==> src/include/dpt_pkg.sv <==
// Constants, carriers and helpers for the DSCP priority slice and table access bank.
// Assumes 16-bit banked registers reached by a 4-bit offset plus a bank select at 0xE.
package dpt_pkg;
	localparam int unsigned DATA_W = 16;
	localparam int unsigned OFF_W  = 4;
	localparam int unsigned BANK_W = 6;
	localparam int unsigned TD_W   = 67;
	localparam int unsigned TA_W   = 10;

	localparam logic [BANK_W-1:0] BANK_PRIO_A = 6'h28;
	localparam logic [BANK_W-1:0] BANK_PRIO_B = 6'h29;
	localparam logic [BANK_W-1:0] BANK_TABLE  = 6'h2a;
	localparam logic [BANK_W-1:0] BANK_RSVD   = 6'h2b;
	localparam logic [BANK_W-1:0] BANK_TEST   = 6'h2c;
	localparam logic [BANK_W-1:0] BANK_RST    = 6'h00;

	localparam logic [OFF_W-1:0] OFF_MAP6      = 4'ha;
	localparam logic [OFF_W-1:0] OFF_MAP7      = 4'h0;
	localparam logic [OFF_W-1:0] OFF_MAP8      = 4'h2;
	localparam logic [OFF_W-1:0] OFF_TAC       = 4'h0;
	localparam logic [OFF_W-1:0] OFF_TD_TOP    = 4'h2;
	localparam logic [OFF_W-1:0] OFF_TD_47     = 4'h4;
	localparam logic [OFF_W-1:0] OFF_TD_63     = 4'h6;
	localparam logic [OFF_W-1:0] OFF_TD_15     = 4'h8;
	localparam logic [OFF_W-1:0] OFF_TD_31     = 4'ha;
	localparam logic [OFF_W-1:0] OFF_DTS       = 4'h0;
	localparam logic [OFF_W-1:0] OFF_ATS       = 4'h2;
	localparam logic [OFF_W-1:0] OFF_DTC       = 4'h4;
	localparam logic [OFF_W-1:0] OFF_ATC_LED   = 4'h6;
	localparam logic [OFF_W-1:0] OFF_ATC_SPARE = 4'h8;
	localparam logic [OFF_W-1:0] OFF_BANK_SEL  = 4'he;

	localparam int unsigned TAC_DIR_BIT  = 12;
	localparam int unsigned TAC_SEL_LSB  = 10;
	localparam int unsigned TD_BUSY_BIT  = 7;
	localparam int unsigned LED_LSB      = 6;
	localparam logic [5:0]  PRIO_BASE_IDX = 6'h28;

	localparam logic [DATA_W-1:0] MAP_RST       = 16'h0000;
	localparam logic [DATA_W-1:0] TAC_RST       = 16'h0000;
	localparam logic [TD_W-1:0]   TD_RST        = 67'h0;
	localparam logic [7:0]        DTC_RST       = 8'h3f;
	localparam logic [5:0]        ATC_RSVD_RST  = 6'h00;
	localparam logic [DATA_W-1:0] ATC_SPARE_RST = 16'h0000;

	typedef enum logic [1:0] {
		SEL_STATIC  = 2'h0,
		SEL_VLAN    = 2'h1,
		SEL_DYNAMIC = 2'h2,
		SEL_MIB     = 2'h3
	} dpt_sel_e;

	typedef enum logic [1:0] {
		LED_60MA = 2'h0,
		LED_80MA = 2'h1,
		LED_97MA = 2'h2,
		LED_40MA = 2'h3
	} dpt_led_e;

	typedef enum logic [1:0] {
		TS_IDLE = 2'b01,
		TS_WAIT = 2'b10
	} dpt_tstate_e;

	typedef struct packed {
		logic              wr;
		logic              rd;
		logic [OFF_W-1:0]  addr;
		logic [DATA_W-1:0] wdata;
	} dpt_bus_s;

	typedef struct packed {
		logic       valid;
		logic [7:0] tos;
	} dpt_pkt_s;

	typedef struct packed {
		logic       valid;
		logic       hit;
		logic [1:0] prio;
	} dpt_prio_s;

	typedef struct packed {
		logic            valid;
		logic            rd;
		dpt_sel_e        sel;
		logic [TA_W-1:0] addr;
		logic [TD_W-1:0] wdata;
	} dpt_cmd_s;

	typedef struct packed {
		logic            done;
		logic [TD_W-1:0] rdata;
	} dpt_rsp_s;

	function automatic logic [1:0] dpt_field(input logic [DATA_W-1:0] map, input logic [2:0] idx);
		return map[{idx, 1'b0} +: 2];
	endfunction

	function automatic logic dpt_polled(input logic [1:0] sel);
		return sel == SEL_DYNAMIC || sel == SEL_MIB;
	endfunction
endpackage

==> src/rtl/dpt_regs.sv <==
// Banked register slice: upper DSCP priority maps, indirect table access, test bank.
// Assumes one 10 MHz clock, a strobe register port and an external table engine.
//
// Added by the designer: the address-and-strobe port.
module dpt_regs
	import dpt_pkg::*;
(
	input  wire logic        core_clk,
	input  wire logic        reset_n,
	input  wire dpt_bus_s    reg_bus,
	output logic [DATA_W-1:0] reg_rdata_ff,
	input  wire dpt_pkt_s    pkt_in,
	output dpt_prio_s        prio_ff,
	output dpt_cmd_s         tbl_cmd_ff,
	input  wire dpt_rsp_s    tbl_rsp,
	output dpt_led_e         led_current_ff
);

	logic [BANK_W-1:0] bank_ff;
	logic [BANK_W-1:0] nxt_bank;
	logic [DATA_W-1:0] map6_ff;
	logic [DATA_W-1:0] map7_ff;
	logic [DATA_W-1:0] map8_ff;
	logic [DATA_W-1:0] nxt_map6;
	logic [DATA_W-1:0] nxt_map7;
	logic [DATA_W-1:0] nxt_map8;
	logic [DATA_W-1:0] tac_ff;
	logic [DATA_W-1:0] nxt_tac;
	logic [7:0]        dtc_ff;
	logic [7:0]        nxt_dtc;
	logic [5:0]        atc_rsvd_ff;
	logic [5:0]        nxt_atc_rsvd;
	logic [DATA_W-1:0] atc_spare_ff;
	logic [DATA_W-1:0] nxt_atc_spare;
	dpt_led_e          nxt_led;
	logic [TD_W-1:0]   tdata_ff;
	logic [TD_W-1:0]   nxt_tdata;
	dpt_tstate_e       tstate_ff;
	dpt_tstate_e       nxt_tstate;
	dpt_cmd_s          nxt_cmd;
	dpt_prio_s         nxt_prio;
	logic [DATA_W-1:0] nxt_rdata;
	logic              busy;
	logic              wr_bsel;
	logic              wr_map6;
	logic              wr_map7;
	logic              wr_map8;
	logic              wr_tac;
	logic              wr_td47;
	logic              wr_td63;
	logic              wr_td15;
	logic              wr_td31;
	logic              wr_dtc;
	logic              wr_atc_led;
	logic              wr_atc_spare;
	logic [5:0]        tos_idx;

	// Write decode; the bank select answers in every bank
	always_comb begin
		wr_bsel      = reg_bus.wr && reg_bus.addr == OFF_BANK_SEL;
		wr_map6      = reg_bus.wr && bank_ff == BANK_PRIO_A && reg_bus.addr == OFF_MAP6;
		wr_map7      = reg_bus.wr && bank_ff == BANK_PRIO_B && reg_bus.addr == OFF_MAP7;
		wr_map8      = reg_bus.wr && bank_ff == BANK_PRIO_B && reg_bus.addr == OFF_MAP8;
		wr_tac       = reg_bus.wr && bank_ff == BANK_TABLE && reg_bus.addr == OFF_TAC;
		wr_td47      = reg_bus.wr && bank_ff == BANK_TABLE && reg_bus.addr == OFF_TD_47;
		wr_td63      = reg_bus.wr && bank_ff == BANK_TABLE && reg_bus.addr == OFF_TD_63;
		wr_td15      = reg_bus.wr && bank_ff == BANK_TABLE && reg_bus.addr == OFF_TD_15;
		wr_td31      = reg_bus.wr && bank_ff == BANK_TABLE && reg_bus.addr == OFF_TD_31;
		wr_dtc       = reg_bus.wr && bank_ff == BANK_TEST && reg_bus.addr == OFF_DTC;
		wr_atc_led   = reg_bus.wr && bank_ff == BANK_TEST && reg_bus.addr == OFF_ATC_LED;
		wr_atc_spare = reg_bus.wr && bank_ff == BANK_TEST && reg_bus.addr == OFF_ATC_SPARE;
	end

	// Plain configuration registers
	always_comb begin
		nxt_bank      = bank_ff;
		nxt_map6      = map6_ff;
		nxt_map7      = map7_ff;
		nxt_map8      = map8_ff;
		nxt_tac       = tac_ff;
		nxt_dtc       = dtc_ff;
		nxt_atc_rsvd  = atc_rsvd_ff;
		nxt_atc_spare = atc_spare_ff;
		nxt_led       = led_current_ff;
		if (wr_bsel) begin
			nxt_bank = reg_bus.wdata[BANK_W-1:0];
		end
		if (wr_map6) begin
			nxt_map6 = reg_bus.wdata;
		end
		if (wr_map7) begin
			nxt_map7 = reg_bus.wdata;
		end
		if (wr_map8) begin
			nxt_map8 = reg_bus.wdata;
		end
		if (wr_tac) begin
			nxt_tac = reg_bus.wdata;
		end
		if (wr_dtc) begin
			nxt_dtc = reg_bus.wdata[7:0];
		end
		if (wr_atc_led) begin
			nxt_led      = dpt_led_e'(reg_bus.wdata[LED_LSB +: 2]);
			nxt_atc_rsvd = reg_bus.wdata[5:0];
		end
		if (wr_atc_spare) begin
			nxt_atc_spare = reg_bus.wdata;
		end
	end

	always_ff @(posedge core_clk) begin
		if (!reset_n) begin
			bank_ff        <= BANK_RST;
			map6_ff        <= MAP_RST;
			map7_ff        <= MAP_RST;
			map8_ff        <= MAP_RST;
			tac_ff         <= TAC_RST;
			dtc_ff         <= DTC_RST;
			atc_rsvd_ff    <= ATC_RSVD_RST;
			atc_spare_ff   <= ATC_SPARE_RST;
			led_current_ff <= LED_60MA;
		end else begin
			bank_ff        <= nxt_bank;
			map6_ff        <= nxt_map6;
			map7_ff        <= nxt_map7;
			map8_ff        <= nxt_map8;
			tac_ff         <= nxt_tac;
			dtc_ff         <= nxt_dtc;
			atc_rsvd_ff    <= nxt_atc_rsvd;
			atc_spare_ff   <= nxt_atc_spare;
			led_current_ff <= nxt_led;
		end
	end

	// Busy only means something for tables the engine answers slowly
	assign busy = tstate_ff == TS_WAIT && dpt_polled(tac_ff[TAC_SEL_LSB +: 2]);

	// Table command engine and indirect data word
	always_comb begin
		nxt_tstate    = tstate_ff;
		nxt_tdata     = tdata_ff;
		nxt_cmd       = tbl_cmd_ff;
		nxt_cmd.valid = 1'b0;
		if (wr_td47) begin
			nxt_tdata[47:32] = reg_bus.wdata;
		end
		if (wr_td63) begin
			nxt_tdata[63:48] = reg_bus.wdata;
		end
		if (wr_td15) begin
			nxt_tdata[15:0] = reg_bus.wdata;
		end
		if (wr_td31) begin
			nxt_tdata[31:16] = reg_bus.wdata;
		end
		unique case (tstate_ff)
			TS_IDLE: begin
			end
			TS_WAIT: begin
				// Returned data beats a same-cycle software write so no answer is lost
				if (tbl_rsp.done) begin
					nxt_tdata  = tbl_rsp.rdata;
					nxt_tstate = TS_IDLE;
				end
			end
		endcase
		// A new read launched as the old one finishes keeps TS_WAIT, so busy stays set if it targets a polled table
		if (wr_tac) begin
			nxt_cmd.valid = 1'b1;
			nxt_cmd.rd    = reg_bus.wdata[TAC_DIR_BIT];
			nxt_cmd.sel   = dpt_sel_e'(reg_bus.wdata[TAC_SEL_LSB +: 2]);
			nxt_cmd.addr  = reg_bus.wdata[TA_W-1:0];
			nxt_cmd.wdata = tdata_ff;
			if (reg_bus.wdata[TAC_DIR_BIT]) begin
				nxt_tstate = TS_WAIT;
			end else begin
				nxt_tstate = TS_IDLE;
			end
		end
	end

	always_ff @(posedge core_clk) begin
		if (!reset_n) begin
			tstate_ff  <= TS_IDLE;
			tdata_ff   <= TD_RST;
			tbl_cmd_ff <= '0;
		end else begin
			tstate_ff  <= nxt_tstate;
			tdata_ff   <= nxt_tdata;
			tbl_cmd_ff <= nxt_cmd;
		end
	end

	// Priority lookup; lower classes belong to maps outside this slice
	always_comb begin
		tos_idx        = pkt_in.tos[7:2];
		nxt_prio.valid = pkt_in.valid;
		nxt_prio.hit   = pkt_in.valid && tos_idx >= PRIO_BASE_IDX;
		nxt_prio.prio  = 2'h0;
		if (nxt_prio.hit) begin
			case (tos_idx[5:3])
				3'h5:    nxt_prio.prio = dpt_field(map6_ff, tos_idx[2:0]);
				3'h6:    nxt_prio.prio = dpt_field(map7_ff, tos_idx[2:0]);
				default: nxt_prio.prio = dpt_field(map8_ff, tos_idx[2:0]);
			endcase
		end
	end

	always_ff @(posedge core_clk) begin
		if (!reset_n) begin
			prio_ff <= '0;
		end else begin
			prio_ff <= nxt_prio;
		end
	end

	// Read mux; unmapped offsets and banks answer zero
	always_comb begin
		nxt_rdata = '0;
		if (reg_bus.rd) begin
			if (reg_bus.addr == OFF_BANK_SEL) begin
				nxt_rdata = {{(DATA_W-BANK_W){1'b0}}, bank_ff};
			end else begin
				case (bank_ff)
					BANK_PRIO_A: begin
						if (reg_bus.addr == OFF_MAP6) begin
							nxt_rdata = map6_ff;
						end
					end
					BANK_PRIO_B: begin
						if (reg_bus.addr == OFF_MAP7) begin
							nxt_rdata = map7_ff;
						end else if (reg_bus.addr == OFF_MAP8) begin
							nxt_rdata = map8_ff;
						end
					end
					BANK_TABLE: begin
						case (reg_bus.addr)
							OFF_TAC:    nxt_rdata = tac_ff;
							OFF_TD_TOP: nxt_rdata = {8'h00, busy, 4'h0, tdata_ff[66:64]};
							OFF_TD_47:  nxt_rdata = tdata_ff[47:32];
							OFF_TD_63:  nxt_rdata = tdata_ff[63:48];
							OFF_TD_15:  nxt_rdata = tdata_ff[15:0];
							OFF_TD_31:  nxt_rdata = tdata_ff[31:16];
							default:    nxt_rdata = '0;
						endcase
					end
					BANK_TEST: begin
						case (reg_bus.addr)
							OFF_DTC:       nxt_rdata = {8'h00, dtc_ff};
							OFF_ATC_LED:   nxt_rdata = {8'h00, led_current_ff, atc_rsvd_ff};
							OFF_ATC_SPARE: nxt_rdata = atc_spare_ff;
							default:       nxt_rdata = '0;
						endcase
					end
					default: nxt_rdata = '0;
				endcase
			end
		end
	end

	always_ff @(posedge core_clk) begin
		if (!reset_n) begin
			reg_rdata_ff <= '0;
		end else begin
			reg_rdata_ff <= nxt_rdata;
		end
	end
endmodule

==> config.mk <==
export PLATFORM = sky130hd
export DESIGN_NAME = dpt_regs
export DESIGN_NICKNAME = d
export VERILOG_FILES = /design/src/include/dpt_pkg.sv /design/src/rtl/dpt_regs.sv
export SDC_FILE = /design/constraint.sdc
export NUM_CORES = 1
export LEC_CHECK = 0
export ABC_AREA = 1
export BUFFER_PORTS_ARGS = -buffer_cell sky130_fd_sc_hd__buf_2
export CORE_MARGIN = 3
export CORE_UTILIZATION = 45
export DETAILED_ROUTE_END_ITERATION = 7
export HOLD_SLACK_MARGIN = 0.12
export MAX_ROUTING_LAYER = met4
export PLACE_DENSITY = 0.74
export SETUP_SLACK_MARGIN = 0.05
export SYNTH_ARGS = -nofsm -noshare
export SYNTH_HDL_FRONTEND = slang
export SYNTH_SLANG_ARGS = --single-unit
export TNS_END_PERCENT = 1
==> constraint.sdc <==
create_clock -name core_clk -period 2.2 [get_ports core_clk]
set_clock_uncertainty 0.15 [all_clocks]
set_input_delay 0 -clock core_clk [delete_from_list [all_inputs] [get_ports core_clk]]
set_output_delay 0 -clock core_clk [all_outputs]
set_load 0.01 [all_outputs]
==> results.yml <==
run_status:
  status: "complete, no violations"
placement:
  gp_congestion: 1.02
  port_buffers: 201
  post-dp-hpwl_mm: 30.9
  dp_worst_setup_slack_ps: 174
flow_run:
  cap_violations: 0
cts:
  clockRootBuffer: "clkbuf_16"
  clk_path_buf_depth: 3
  cts_tree: "done"
  cts.sinks: 259
  clk_latency_ps: 560
  cts_buffers: 28
  htree_levels: 1
  cts_setup_buffers: 0
  clk_pin_slew_ps: 60
grt:
  grt-ovfl-total: 0
  grt_max_degree: 73
  antenna_found_initial: 2
  grt_pass1_wl_mm: 69.9
  grtUsageTotal_pct: 32.3
  grt_pass1_vias: 12292
timing:
  timing.final.ws_setup_ps: 75.1
  rsz0062_at_grt: "true"
  slew_violations: 0
  fmax_mhz: 471
  finalHoldViolCount: 0
  slew_headroom_pct: 55.0
  setup_viol: 0
  period_share_pct: 96.6
  min_period_ps: 2120
  tightest_slew_ps: 674
  fin_tns_setup_ps: 0
logic_synthesis:
  ys_seq_elements: 259
  synth_ff_type: "dfxtp_1"
  yosys-top-cells-area: "dfxtp_1 44%, o21ai_0 13%, nand2_1 9.8%"
  synth_area_leader_cell: "dfxtp_1"
  syn_area_um2: 11800
  yosysMostFrequentCell: "nand2_1"
  avgSynthCellArea_um2: 6.74
  synthArstFlopShare_pct: 0
  synth_cell_types: 29
  synth_top_area_share_pct: 44.1
  synth_seq_area_share_pct: 44.1
  ys_warn_count: 0
  synth_fp_nets: 1845
  ys_top_cells_by_count: "308 x nand2_1, 305 x o21ai_0, 269 x nor2_1"
  syn_inst: 1744
  synth-edff-count: 0
route:
  drtIter0Drc: 1636
  antenna_left: 0
  vias: 12981
  drc_errors: 0
  wl_per_cell_um: 19.0
  routed_wl_mm: 45.6
  drtPass1Iterations: 8
  via_per_inst: 5.42
floorplanning:
  io_pins: 204
  dieArea_um2: 28100
  die_y_um: 168
  fp.dieW_um: 168
  core-area_um2: 25400
  fp-row-count: 58
  initial_core_util_pct: 46.3
critical_path:
  crit_arrival_ps: 2470
  start_kind: "flip-flop"
  worstPathRequired_ps: 2540
  path_class: "flip-flop to flip-flop"
  cp-end-kind: "flip-flop"
  crit_fanout: 58
finish:
  area_growth_pct: 31.1
  final_nets: 2140
  final_layout_size_suffix_gt1_share_pct: 15.8
power:
  power.total_uw: 10400
  p_leak_uw: 0.00719
  p_per_area_nw_per_um2: 674
  max-vdd-ir-drop_mv: 0.547
hold_path:
  min_path_type: "input pin to flip-flop"
==> what timing repair did <==
| item | 4_1_cts | 5_1_grt |
|---|---|---|
| endpoints found under the hold margin | 259 | 0 |
| hold buffers | 130 | 0 |
| gates resized for setup | 0 | 7 |
| setup endpoints to repair | 0 | 44 |
==> placed cells by master (no fill, tap or decap), types with 21 or more instances in the layout <==
cell	count
nand2_1	308
o21ai_0	303
nor2_1	268
dfxtp_1	258
buf_2	200
inv_1	199
a21oi_1	145
dlygate4sd3_1	129
nand3_1	63
buf_4	40
clkbuf_16	28
o21ai_1	21
==> metal layers <==
layer	wire length, um	part of all wire, %	GRT usage [%]	up-vias
met1	18800	41	42.4	5973
met4	1530	3.4	10.1	0
li1	-	-	-	6166
met3	4900	11	6.75	103
met2	20400	45	50.4	739
met5	0	0	-	-
==> stage by stage <==
step / hold WS [ps] / area [um^2] / cells / utilization, %
after floorplan: -38.8 / 11800 / 1744 / -
after global placement: 55.6 / 13100 / 2209 / 51.6
after detailed placement: 56.7 / 13100 / 2209 / 51.6
after CTS: 130 / 15400 / 2391 / 60.6
after global routing: 172 / 15400 / 2393 / 60.6
final: 148 / 15400 / 2393 / 60.6
==> power by group <==
part / internal (uW) / switching (uW)
combinational: 284 / 408
clock: 2990 / 2000
sequential: 4690 / 2.68
total: 7970 / 2410
==> state kept, by name, indices dropped and copies added, names as in the netlist <==
| register | count |
|---|---|
| tbl_cmd_ff | 68 |
| tdata_ff | 67 |
| atc_rsvd_ff | 6 |
| reg_rdata_ff | 16 |
| atc_spare_ff | 16 |
| dtc_ff | 8 |
| map6_ff | 16 |
| map7_ff | 16 |
| map8_ff | 16 |
| tstate_ff | 2 |
| tac_ff | 16 |
| prio_ff | 4 |
| led_current_ff | 2 |
| bank_ff | 6 |
==> area by class of cell <==
class | count | area [um^2]
Clock buffer | 41 | 840
Fill cell | 2327 | 10000
Antenna cell | 2 | 5.00
Tap cell | 330 | 413
Clock inverter | 11 | 141
Multi-Input combinational cell | 1165 | 5260
Inverter | 206 | 774
Timing Repair Buffer | 379 | 2790
Sequential cell | 259 | 5190
==> kinds of logic (layout without fill, tap and decap cells) <==
group,count (synthesis),count (layout),share of synthesized area [%]
AND/OR/NAND/NOR,674,674,23.3
AO/OA/AOI/OAI,491,491,21.3
buffers and inverters,320,637,11.3
flip-flops,259,259,44.1
other,0,2,0
==> worst paths after layout <==
kind	slack, ps	cells past startpoint	endpoint	from
worst max-delay path	80	10	tbl_cmd_ff[15]$_SDFFE_PN0P_	bank_ff[4]$_SDFFE_PN0P_
worst min-delay path	150	7	map8_ff[2]$_SDFFE_PN0P_	reg_bus[16]
worst max register to register	80	10	tbl_cmd_ff[15]$_SDFFE_PN0P_	bank_ff[4]$_SDFFE_PN0P_
worst min register to register	300	2	atc_spare_ff[10]$_SDFFE_PN0P_	atc_spare_ff[10]$_SDFFE_PN0P_
==> worst max-delay path, stage by stage (launching register included) <==
cell      delay (ps)
dfxtp_1          310
inv_1             80
nand2_2          100
nor2_4           160
nand2_2          140
nor2_4           220
nand2_2          140
clkinv_2         140
buf_12           250
o21ai_0          170
a21oi_1          180
Power figures use the tool's default switching activity.
